`src/core/sgcr_params.svh`:
```
/*
 * constants of the per-channel sgmii control register: address, bit
 * positions, reset word and channel count.
 * assumes it is included by bare name wherever these values are needed.
 */
`ifndef SGCR_PARAMS_SVH
`define SGCR_PARAMS_SVH

// management register address of the control register
`define SGCR_ADDR_CONTROL 5'h00
// number of sgmii modules sharing the management port
`define SGCR_NUM_CHAN 4

// bit positions inside the control word
`define SGCR_BIT_RESET 15
`define SGCR_BIT_SPARE14 14
`define SGCR_BIT_SPEED_LSB 13
`define SGCR_BIT_AN_ENABLE 12
`define SGCR_BIT_POWER_DOWN 11
`define SGCR_BIT_ISOLATE 10
`define SGCR_BIT_AN_RESTART 9
`define SGCR_BIT_DUPLEX 8
`define SGCR_BIT_COL_TEST 7
`define SGCR_BIT_SPEED_MSB 6
`define SGCR_BIT_UNIDIR 5

// reset values of the stored bits
`define SGCR_RST_AN_ENABLE 1'h1
`define SGCR_RST_ISOLATE 1'h1
`define SGCR_RST_ZERO 1'h0
// full control word as read right after reset
`define SGCR_CTRL_RESET_WORD 16'h1540

`endif

```
`src/core/sgcr_pkg.sv`:
```
/*
 * types of the sgmii control register block: the management request and
 * the per-channel control outputs.
 * assumes sgcr_params.svh is compiled alongside.
 */
package sgcr_pkg;

   // one management access as presented on the register port
   typedef struct packed {
      logic wr;          // 1 = write, 0 = read
      logic [1:0] chan;  // sgmii module selected
      logic [4:0] addr;  // management register address
      logic [15:0] wdata; // write data
   } sgcr_mgmt_s;

   // control outputs of one channel toward its sgmii module
   typedef struct packed {
      logic module_reset; // one-cycle module reset pulse
      logic an_enable;    // auto-negotiation enabled
      logic an_restart;   // one-cycle auto-negotiation restart pulse
      logic isolate;      // isolate sgmii logic from gmii
      logic power_down;   // transceiver low-power (channel 0 only)
      logic unidir_tx;    // transmit without a valid link
   } sgcr_ctrl_s;

endpackage : sgcr_pkg

```
`src/core/sgcr_channel.sv`:
```
/*
 * one channel's control register: stored bits, self-clearing pulses and the
 * read word with its fixed bits.
 * assumes the top decodes address and channel and gives a one-cycle write.
 */
`include "sgcr_params.svh"

module sgcr_channel #(
   parameter bit HAS_POWER_DOWN = 1'b0
) (
   // clock and reset
   input wire logic sys_clk,
   input wire logic reset,
   // write from the decoder
   input wire logic wr_en,
   input wire logic [15:0] wdata,
   // read word and control outputs
   output logic [15:0] ctrl_word,
   output sgcr_pkg::sgcr_ctrl_s chan_ctrl
);

   // stored bits and their next values
   logic rst_r, rst_nxt;
   logic spare14_r, spare14_nxt;
   logic an_en_r, an_en_nxt;
   logic bit11_r, bit11_nxt;
   logic iso_r, iso_nxt;
   logic restart_r, restart_nxt;
   logic unidir_r, unidir_nxt;

   // next-value logic of the register
   always_comb begin
      rst_nxt = 1'b0;
      restart_nxt = 1'b0;
      spare14_nxt = spare14_r;
      an_en_nxt = an_en_r;
      bit11_nxt = bit11_r;
      iso_nxt = iso_r;
      unidir_nxt = unidir_r;
      if (rst_r) begin
         // module reset taken: back to defaults, pulse ends
         spare14_nxt = `SGCR_RST_ZERO;
         an_en_nxt = `SGCR_RST_AN_ENABLE;
         bit11_nxt = `SGCR_RST_ZERO;
         iso_nxt = `SGCR_RST_ISOLATE;
         unidir_nxt = `SGCR_RST_ZERO;
      end else if (wr_en) begin
         rst_nxt = wdata[`SGCR_BIT_RESET];
         spare14_nxt = wdata[`SGCR_BIT_SPARE14];
         an_en_nxt = wdata[`SGCR_BIT_AN_ENABLE];
         if (HAS_POWER_DOWN) begin
            // only set by a write, cleared only by module reset
            bit11_nxt = bit11_r | wdata[`SGCR_BIT_POWER_DOWN];
         end else begin
            bit11_nxt = wdata[`SGCR_BIT_POWER_DOWN];
         end
         iso_nxt = wdata[`SGCR_BIT_ISOLATE];
         restart_nxt = wdata[`SGCR_BIT_AN_RESTART];
         unidir_nxt = wdata[`SGCR_BIT_UNIDIR];
      end
   end

   // register stage
   always_ff @(posedge sys_clk or posedge reset) begin
      if (reset) begin
         rst_r <= `SGCR_RST_ZERO;
         spare14_r <= `SGCR_RST_ZERO;
         an_en_r <= `SGCR_RST_AN_ENABLE;
         bit11_r <= `SGCR_RST_ZERO;
         iso_r <= `SGCR_RST_ISOLATE;
         restart_r <= `SGCR_RST_ZERO;
         unidir_r <= `SGCR_RST_ZERO;
      end else begin
         rst_r <= rst_nxt;
         spare14_r <= spare14_nxt;
         an_en_r <= an_en_nxt;
         bit11_r <= bit11_nxt;
         iso_r <= iso_nxt;
         restart_r <= restart_nxt;
         unidir_r <= unidir_nxt;
      end
   end

   // read word: fixed bits are constants, low five bits zero
   always_comb begin
      ctrl_word = 16'h0000;
      ctrl_word[`SGCR_BIT_RESET] = rst_r;
      ctrl_word[`SGCR_BIT_SPARE14] = spare14_r;
      ctrl_word[`SGCR_BIT_SPEED_LSB] = 1'b0;
      ctrl_word[`SGCR_BIT_AN_ENABLE] = an_en_r;
      ctrl_word[`SGCR_BIT_POWER_DOWN] = bit11_r;
      ctrl_word[`SGCR_BIT_ISOLATE] = iso_r;
      ctrl_word[`SGCR_BIT_AN_RESTART] = restart_r;
      ctrl_word[`SGCR_BIT_DUPLEX] = 1'b1;
      ctrl_word[`SGCR_BIT_COL_TEST] = 1'b0;
      ctrl_word[`SGCR_BIT_SPEED_MSB] = 1'b1;
      ctrl_word[`SGCR_BIT_UNIDIR] = unidir_r;
   end

   // control outputs toward the sgmii module
   always_comb begin
      chan_ctrl.module_reset = rst_r;
      chan_ctrl.an_enable = an_en_r;
      chan_ctrl.an_restart = restart_r;
      chan_ctrl.isolate = iso_r;
      chan_ctrl.power_down = HAS_POWER_DOWN ? bit11_r : 1'b0;
      chan_ctrl.unidir_tx = unidir_r & ~an_en_r;
   end

endmodule : sgcr_channel

```
`src/core/sgcr_top.sv`:
```
/*
 * management register bank of the four sgmii channels: control register at
 * address 0 per channel, zero for every other address.
 * assumes a decoded management port from the serial management interface,
 * one request per cycle at most, synchronous to sys_clk.
 */
`include "sgcr_params.svh"

module sgcr_top #(
   parameter int NUM_CHAN = `SGCR_NUM_CHAN
) (
   // clock and reset
   input wire logic sys_clk,
   input wire logic reset,
   // management request port
   input wire logic mgmt_req,
   input wire sgcr_pkg::sgcr_mgmt_s mgmt,
   // management answer
   output logic mgmt_ack,
   output logic [15:0] mgmt_rdata,
   // per-channel control toward the sgmii modules
   output sgcr_pkg::sgcr_ctrl_s [NUM_CHAN-1:0] chan_ctrl
);

   // address hit on the control register
   logic hit;
   // per-channel write strobes and read words
   logic [NUM_CHAN-1:0] chan_wr;
   logic [15:0] chan_word [NUM_CHAN];
   // answer registers
   logic ack_r, ack_nxt;
   logic [15:0] rdata_r, rdata_nxt;

   // address and channel decode
   always_comb begin
      hit = (mgmt.addr == `SGCR_ADDR_CONTROL);
      for (int i = 0; i < NUM_CHAN; i++) begin
         chan_wr[i] = mgmt_req & mgmt.wr & hit & (int'(mgmt.chan) == i);
      end
   end

   // one register copy per channel, only channel 0 has power-down
   for (genvar g = 0; g < NUM_CHAN; g++) begin : g_chan
      sgcr_channel #(
         .HAS_POWER_DOWN(g == 0)
      ) u_chan (
         .sys_clk(sys_clk),
         .reset(reset),
         .wr_en(chan_wr[g]),
         .wdata(mgmt.wdata),
         .ctrl_word(chan_word[g]),
         .chan_ctrl(chan_ctrl[g])
      );
   end

   // answer: acknowledge every request, read data for reads
   always_comb begin
      ack_nxt = mgmt_req;
      rdata_nxt = rdata_r;
      if (mgmt_req && !mgmt.wr) begin
         // undefined address reads zero
         rdata_nxt = hit ? chan_word[mgmt.chan] : 16'h0000;
      end
   end

   // answer register stage
   always_ff @(posedge sys_clk or posedge reset) begin
      if (reset) begin
         ack_r <= 1'b0;
         rdata_r <= 16'h0000;
      end else begin
         ack_r <= ack_nxt;
         rdata_r <= rdata_nxt;
      end
   end

   // outputs straight from the answer registers
   assign mgmt_ack = ack_r;
   assign mgmt_rdata = rdata_r;

   // per-channel checks
   for (genvar c = 0; c < NUM_CHAN; c++) begin : g_chk

   end
endmodule : sgcr_top

```
`config.mk`:
```
export PLATFORM = sky130hd
export DESIGN_NAME = sgcr_top
export DESIGN_NICKNAME = d
export VERILOG_FILES = /design/src/core/sgcr_pkg.sv /design/src/core/sgcr_channel.sv /design/src/core/sgcr_top.sv
export VERILOG_INCLUDE_DIRS = /design/src /design/src/core
export SDC_FILE = /design/constraint.sdc
export NUM_CORES = 1
export LEC_CHECK = 0
export ABC_AREA = 1
export ABC_CLOCK_PERIOD_IN_PS = 2600
export BUFFER_PORTS_ARGS = -buffer_cell sky130_fd_sc_hd__clkbuf_2
export CORE_ASPECT_RATIO = 0.9
export CORE_UTILIZATION = 40
export CTS_CLUSTER_DIAMETER = 30
export CTS_CLUSTER_SIZE = 40
export DETAILED_ROUTE_END_ITERATION = 6
export GPL_TIMING_DRIVEN = 1
export PLACE_DENSITY = 0.66
export REMOVE_ABC_BUFFERS = 1
export SLEW_MARGIN = 20
export SYNTH_ARGS = -nofsm -noshare
export SYNTH_HDL_FRONTEND = slang
export SYNTH_SLANG_ARGS = --single-unit
```
`constraint.sdc`:
```
create_clock -name sys_clk -period 2.6 [get_ports sys_clk]
set_clock_uncertainty 0.15 [all_clocks]
set_input_delay 0.52 -clock sys_clk [delete_from_list [all_inputs] [get_ports sys_clk]]
set_output_delay 0.52 -clock sys_clk [all_outputs]
set_load 0.05 [all_outputs]
```
# == Word level (Yosys, flattened, before mapping) ==
# Cells that the tools add are included.
# word_totals
wordCells,118
ff_bits,45
output_inout_bits,41
# classes
mux,60
bitwise_logic,16
reduce_logical,8
n_lt_le_gt_ge,1
n_eq_ne,3
# op_table
operator,count
$mux W1,56
$mux W16,3
$bmux W16 S2,1
$and A1 B1 Y1,10
$reduce_bool A2 Y1,4
$logic_not A5 Y1,1
$eq A2 B2 Y1 const B,2
$not A1 Y1,4
$ge A3 B3 Y1 const B,1
$not A2 Y3,1
$eq A2 B1 Y1 const B,1
$logic_not A2 Y1,1
$logic_and A1 B1 Y1,1
$logic_not A1 Y1,1
$or A1 B1 Y1,1

# == Logic depth before layout (Yosys ltp) ==
# depth
ltp_word,5
mapped_depth,7
ltp_nobuf,7

# == Cells and area by module ==
# A second synthesis with hierarchy kept.
# hier_totals
cells_unflattened,460
hier_area_um2,3226.8
# by_module_without_submodules
module,cells_per_inst,area_each_um2,n_inst,seq_area_each_um2
sgcr_top,240,1398.8,1,425.4
sgcr_channel (g_chan[1].u_chan ...),55,457.9,3,177.7
sgcr_channel (g_chan[0].u_chan),55,454.2,1,177.7

# == Worst setup path after synthesis ==
# Ideal clock, no wire load.
# synth_path
path_kind,register -> output
startpoint,register g_chan[0].u_chan.unidir_r
endpoint,output chan_ctrl[0] (netlist bit)
path_buffers,0
t_arrival_ns,1.023
stages_incl_launch_ff,3
slack_ns,0.907
path_cell_list,dfrtp_1 > inv_1 > nor2_1
# synth_lines
item,line,source
from (decl),sgcr_channel.sv:29,"logic unidir_r, unidir_nxt;"
from (signal assigned),sgcr_channel.sv:72,unidir_r <= `SGCR_RST_ZERO;
from (signal assigned),sgcr_channel.sv:80,unidir_r <= unidir_nxt;
to (decl),sgcr_top.sv:22,output sgcr_pkg::sgcr_ctrl_s [NUM_CHAN-1:0] chan_ctrl

# == Worst setup path after layout ==
# layout_path
startpoint,register g_chan[3].u_chan.an_en_r
endpoint,output chan_ctrl[22] (netlist bit)
# layout_lines
item,line,source
from (decl),sgcr_channel.sv:25,"logic an_en_r, an_en_nxt;"
from (signal assigned),sgcr_channel.sv:68,an_en_r <= `SGCR_RST_AN_ENABLE;
from (signal assigned),sgcr_channel.sv:76,an_en_r <= an_en_nxt;
# No word-level cell between the ends.

==> metrics.csv <==
stage,metric,value,unit
run_status,status,"finished, final reports clean",
clocking,htreeDepth,2,
logic_synthesis,synth_top_area_cell,dfrtp_1,
worst_setup_path,crit_arrival,1.13,ns
floorplanning,design.core.area,0.004865,mm²
sta,finalMaxSlewViolations,0,
clocking,cts_buffers,5,
finish,final_cell_mix,"nand2_1 (94), clkbuf_2 (48), dfrtp_1 (29)",
worst_setup_path,r2r_start,g_chan[0].u_chan.rst_r$_DFF_PP0_,
clocking,clk_pin_slew_worst_paths,0.07,ns
clocking,cts_buffer_depth,2,
worst_setup_path,path_buf_inv,1,
grt,grt_pass1_vias,1433,
placed_design,gp_congestion,0.7596,
finish,layout_commonest_cell,nand2_1,
worst_setup_path,cpMaxStageDelayCell,dfstp_2,
power,leakagePower,1.251,nW
worst_setup_path,endpoint_kind,output port,
grt,globalRoute.totalOverflow,0,
worst_setup_path,crit_chain,clkbuf_2,
clocking,cts_tree,built,
clocking,insertion_delay,0.29,ns
clocking,hold_buffers,0,
placed_design,port_buffers,48,
finish,n_antenna_cell,0,
logic_synthesis,avgSynthCellArea,7.795,µm²
worst_setup_path,startpoint_type,flop,
sta,fin_hold_ws,0.1566,ns
logic_synthesis,ys_ff_latch,37,
finish,area_delta_synth_final,11.07,%
power,vdd_drop_max,252.6,µV
floorplanning,row_count,24,
logic_synthesis,postSynthCellCount,261,
worst_setup_path,crit_family,flip-flops,
route,viasPerCell,4.685,
worst_setup_path,path_class,reg -> out,
logic_synthesis,synth.distinct_cells,17,
logic_synthesis,yosysTopAreaCellShare,35.67,%
worst_setup_path,r2r-end,g_chan[0].u_chan.bit11_r$_DFFE_PP0P_,
placed_design,postPlaceCellArea,0.002143,mm²
grt,antenna_found_initial,0,
placed_design,dp_hpwl,3153,µm
grt,grt_max_degree,38,
route,met2_length,1782,µm
clocking,cts_root_buffer,clkbuf_8,
sta,rsz0062_at_grt,false,
sta,fmax,556.4,MHz
route,first_pass_iters,4,
route,dr_wl_met3,245,µm
route,met1_length,2090,µm
clocking,post_cts_buffers,0,
job,maxCapViolations,0,
logic_synthesis,ys_seq_area_share,46.00,%
floorplanning,die_h,69.66,µm
clocking,cts_resized,0,
floorplanning,die_w,77.18,µm
route,ant_nets,0,
power,cellPowerDensity,611.0,mW/mm²
finish,fin_nets,317,
finish,drive_gt1_share,26.80,%
sta,fin_setup_tns,0,ns
route,highest-signal-layer,met4,
floorplanning,die_area,0.005376,mm²
sta,min_period_over_period,69.12,%
sta,setup_viol,0,
floorplanning,ios,68,
worst_setup_path,r2r_slack,1.40,ns
logic_synthesis,synth.area.top_cells,"dfrtp_1 (36%), nand2_1 (17%), buf_4 (11%)",
worst_setup_path,crit_fanout,4,
logic_synthesis,syn_area,0.002034,mm²
min_path,holdCritPathClass,in -> async,
route,vias,1668,
finish,stdcell_area,0.002260,mm²
route,drtIter0Drc,75,
clocking,clock_sinks,37,
worst_setup_path,r2r_cells,4,
route,wirelength,4167,µm
floorplanning,initial_core_util,41.82,%
logic_synthesis,synth_warnings,0,
route,drc,0,
grt,track_usage,16.20,%
grt,grt_first_pass_wirelength,6837,µm
sta,layout_min_cycle_time,1.797,ns
sta,finalHoldViolCount,0,
worst_setup_path,slowest_delay,0.56,ns
route,wl_per_cell,11.71,µm
worst_setup_path,cp.required,1.93,ns
==> sequential cells by signal, summed over array words and instances (netlist names) <==
name and cells:
mgmt_rdata 8, g_chan.u_chan.an_en_r 4, g_chan.u_chan.bit11_r 4, g_chan.u_chan.iso_r 4, g_chan.u_chan.restart_r 4, g_chan.u_chan.rst_r 4, g_chan.u_chan.spare14_r 4, g_chan.u_chan.unidir_r 4
mgmt_ack 1
==> area by class of cell <==
cell class	count	area (µm²)
fillers	495	2605
flip-flops and latches	37	935.9
multi-input cells	175	792.0
repair buffers	50	255.2
clock buffers	7	86.33
well taps	65	81.33
inverters	21	78.83
clock inverters	1	30.03
==> synthesized netlist by cell type (all sizes together) <==
cell type and number:
nand2 94, buf 33, dfrtp 29, nand3 29
nor2 23, inv 21, nand4 18, dfstp 8
clkbuf 4, conb 1, o21ai 1
==> worst max path at each step <==
stage,startpoint,to,slack [ns],cells past startpoint
after floorplan,g_chan[0].u_chan.an_en_r$_DFFE_PP1P_,chan_ctrl[0],0.79,1
after global placement,mgmt[22],g_chan[2].u_chan.iso_r$_DFFE_PP1P_,0.89,7
after detailed placement,mgmt[16],g_chan[0].u_chan.rst_r$_DFF_PP0_,0.88,6
after CTS,g_chan[1].u_chan.an_en_r$_DFFE_PP1P_,chan_ctrl[10],0.79,1
after global routing,g_chan[2].u_chan.an_en_r$_DFFE_PP1P_,chan_ctrl[12],0.77,2
final,g_chan[3].u_chan.an_en_r$_DFFE_PP1P_,chan_ctrl[22],0.80,1
==> logic make-up (layout without fill, tap and decap cells) <==
family	Yosys count	after routing	share of synthesized area (%)
flip-flops	37	37	46.00
other	1	10	0.1843
AO/OA/AOI/OAI	1	1	0.2458
buffers and inverters	58	79	16.73
AND/OR/NAND/NOR	164	164	36.84
==> through the flow <==
stage	worst slack, ns	std cells	util, %	power, mW
after floorplan	0.7904	233	-	0.8176
after global placement	0.8933	348	44.06	0.8763
after detailed placement	0.8751	348	44.06	0.8789
after CTS	0.7941	356	46.45	1.388
after global routing	0.7653	356	46.45	1.431
final	0.8028	356	46.45	1.381
==> power breakdown <==
group | total (mW) | leakage [nW] | switching (mW) | internal, mW
sequential | 0.638 | 0.483 | 0.0234 | 0.614
combinational | 0.229 | 0.709 | 0.179 | 0.0499
clock | 0.514 | 0.0585 | 0.201 | 0.313
total | 1.38 | 1.25 | 0.404 | 0.977
==> routing by layer <==
| metal | GRT usage [%] | vias to the layer above |
|---|---|---|
| met2 | 23.11 | 56 |
| met4 | 5.031 | 0 |
| met1 | 23.94 | 760 |
| met5 | 0 | - |
| li1 | - | 845 |
| met3 | 4.079 | 7 |
No activity file was read; power rests on OpenSTA's default activity.
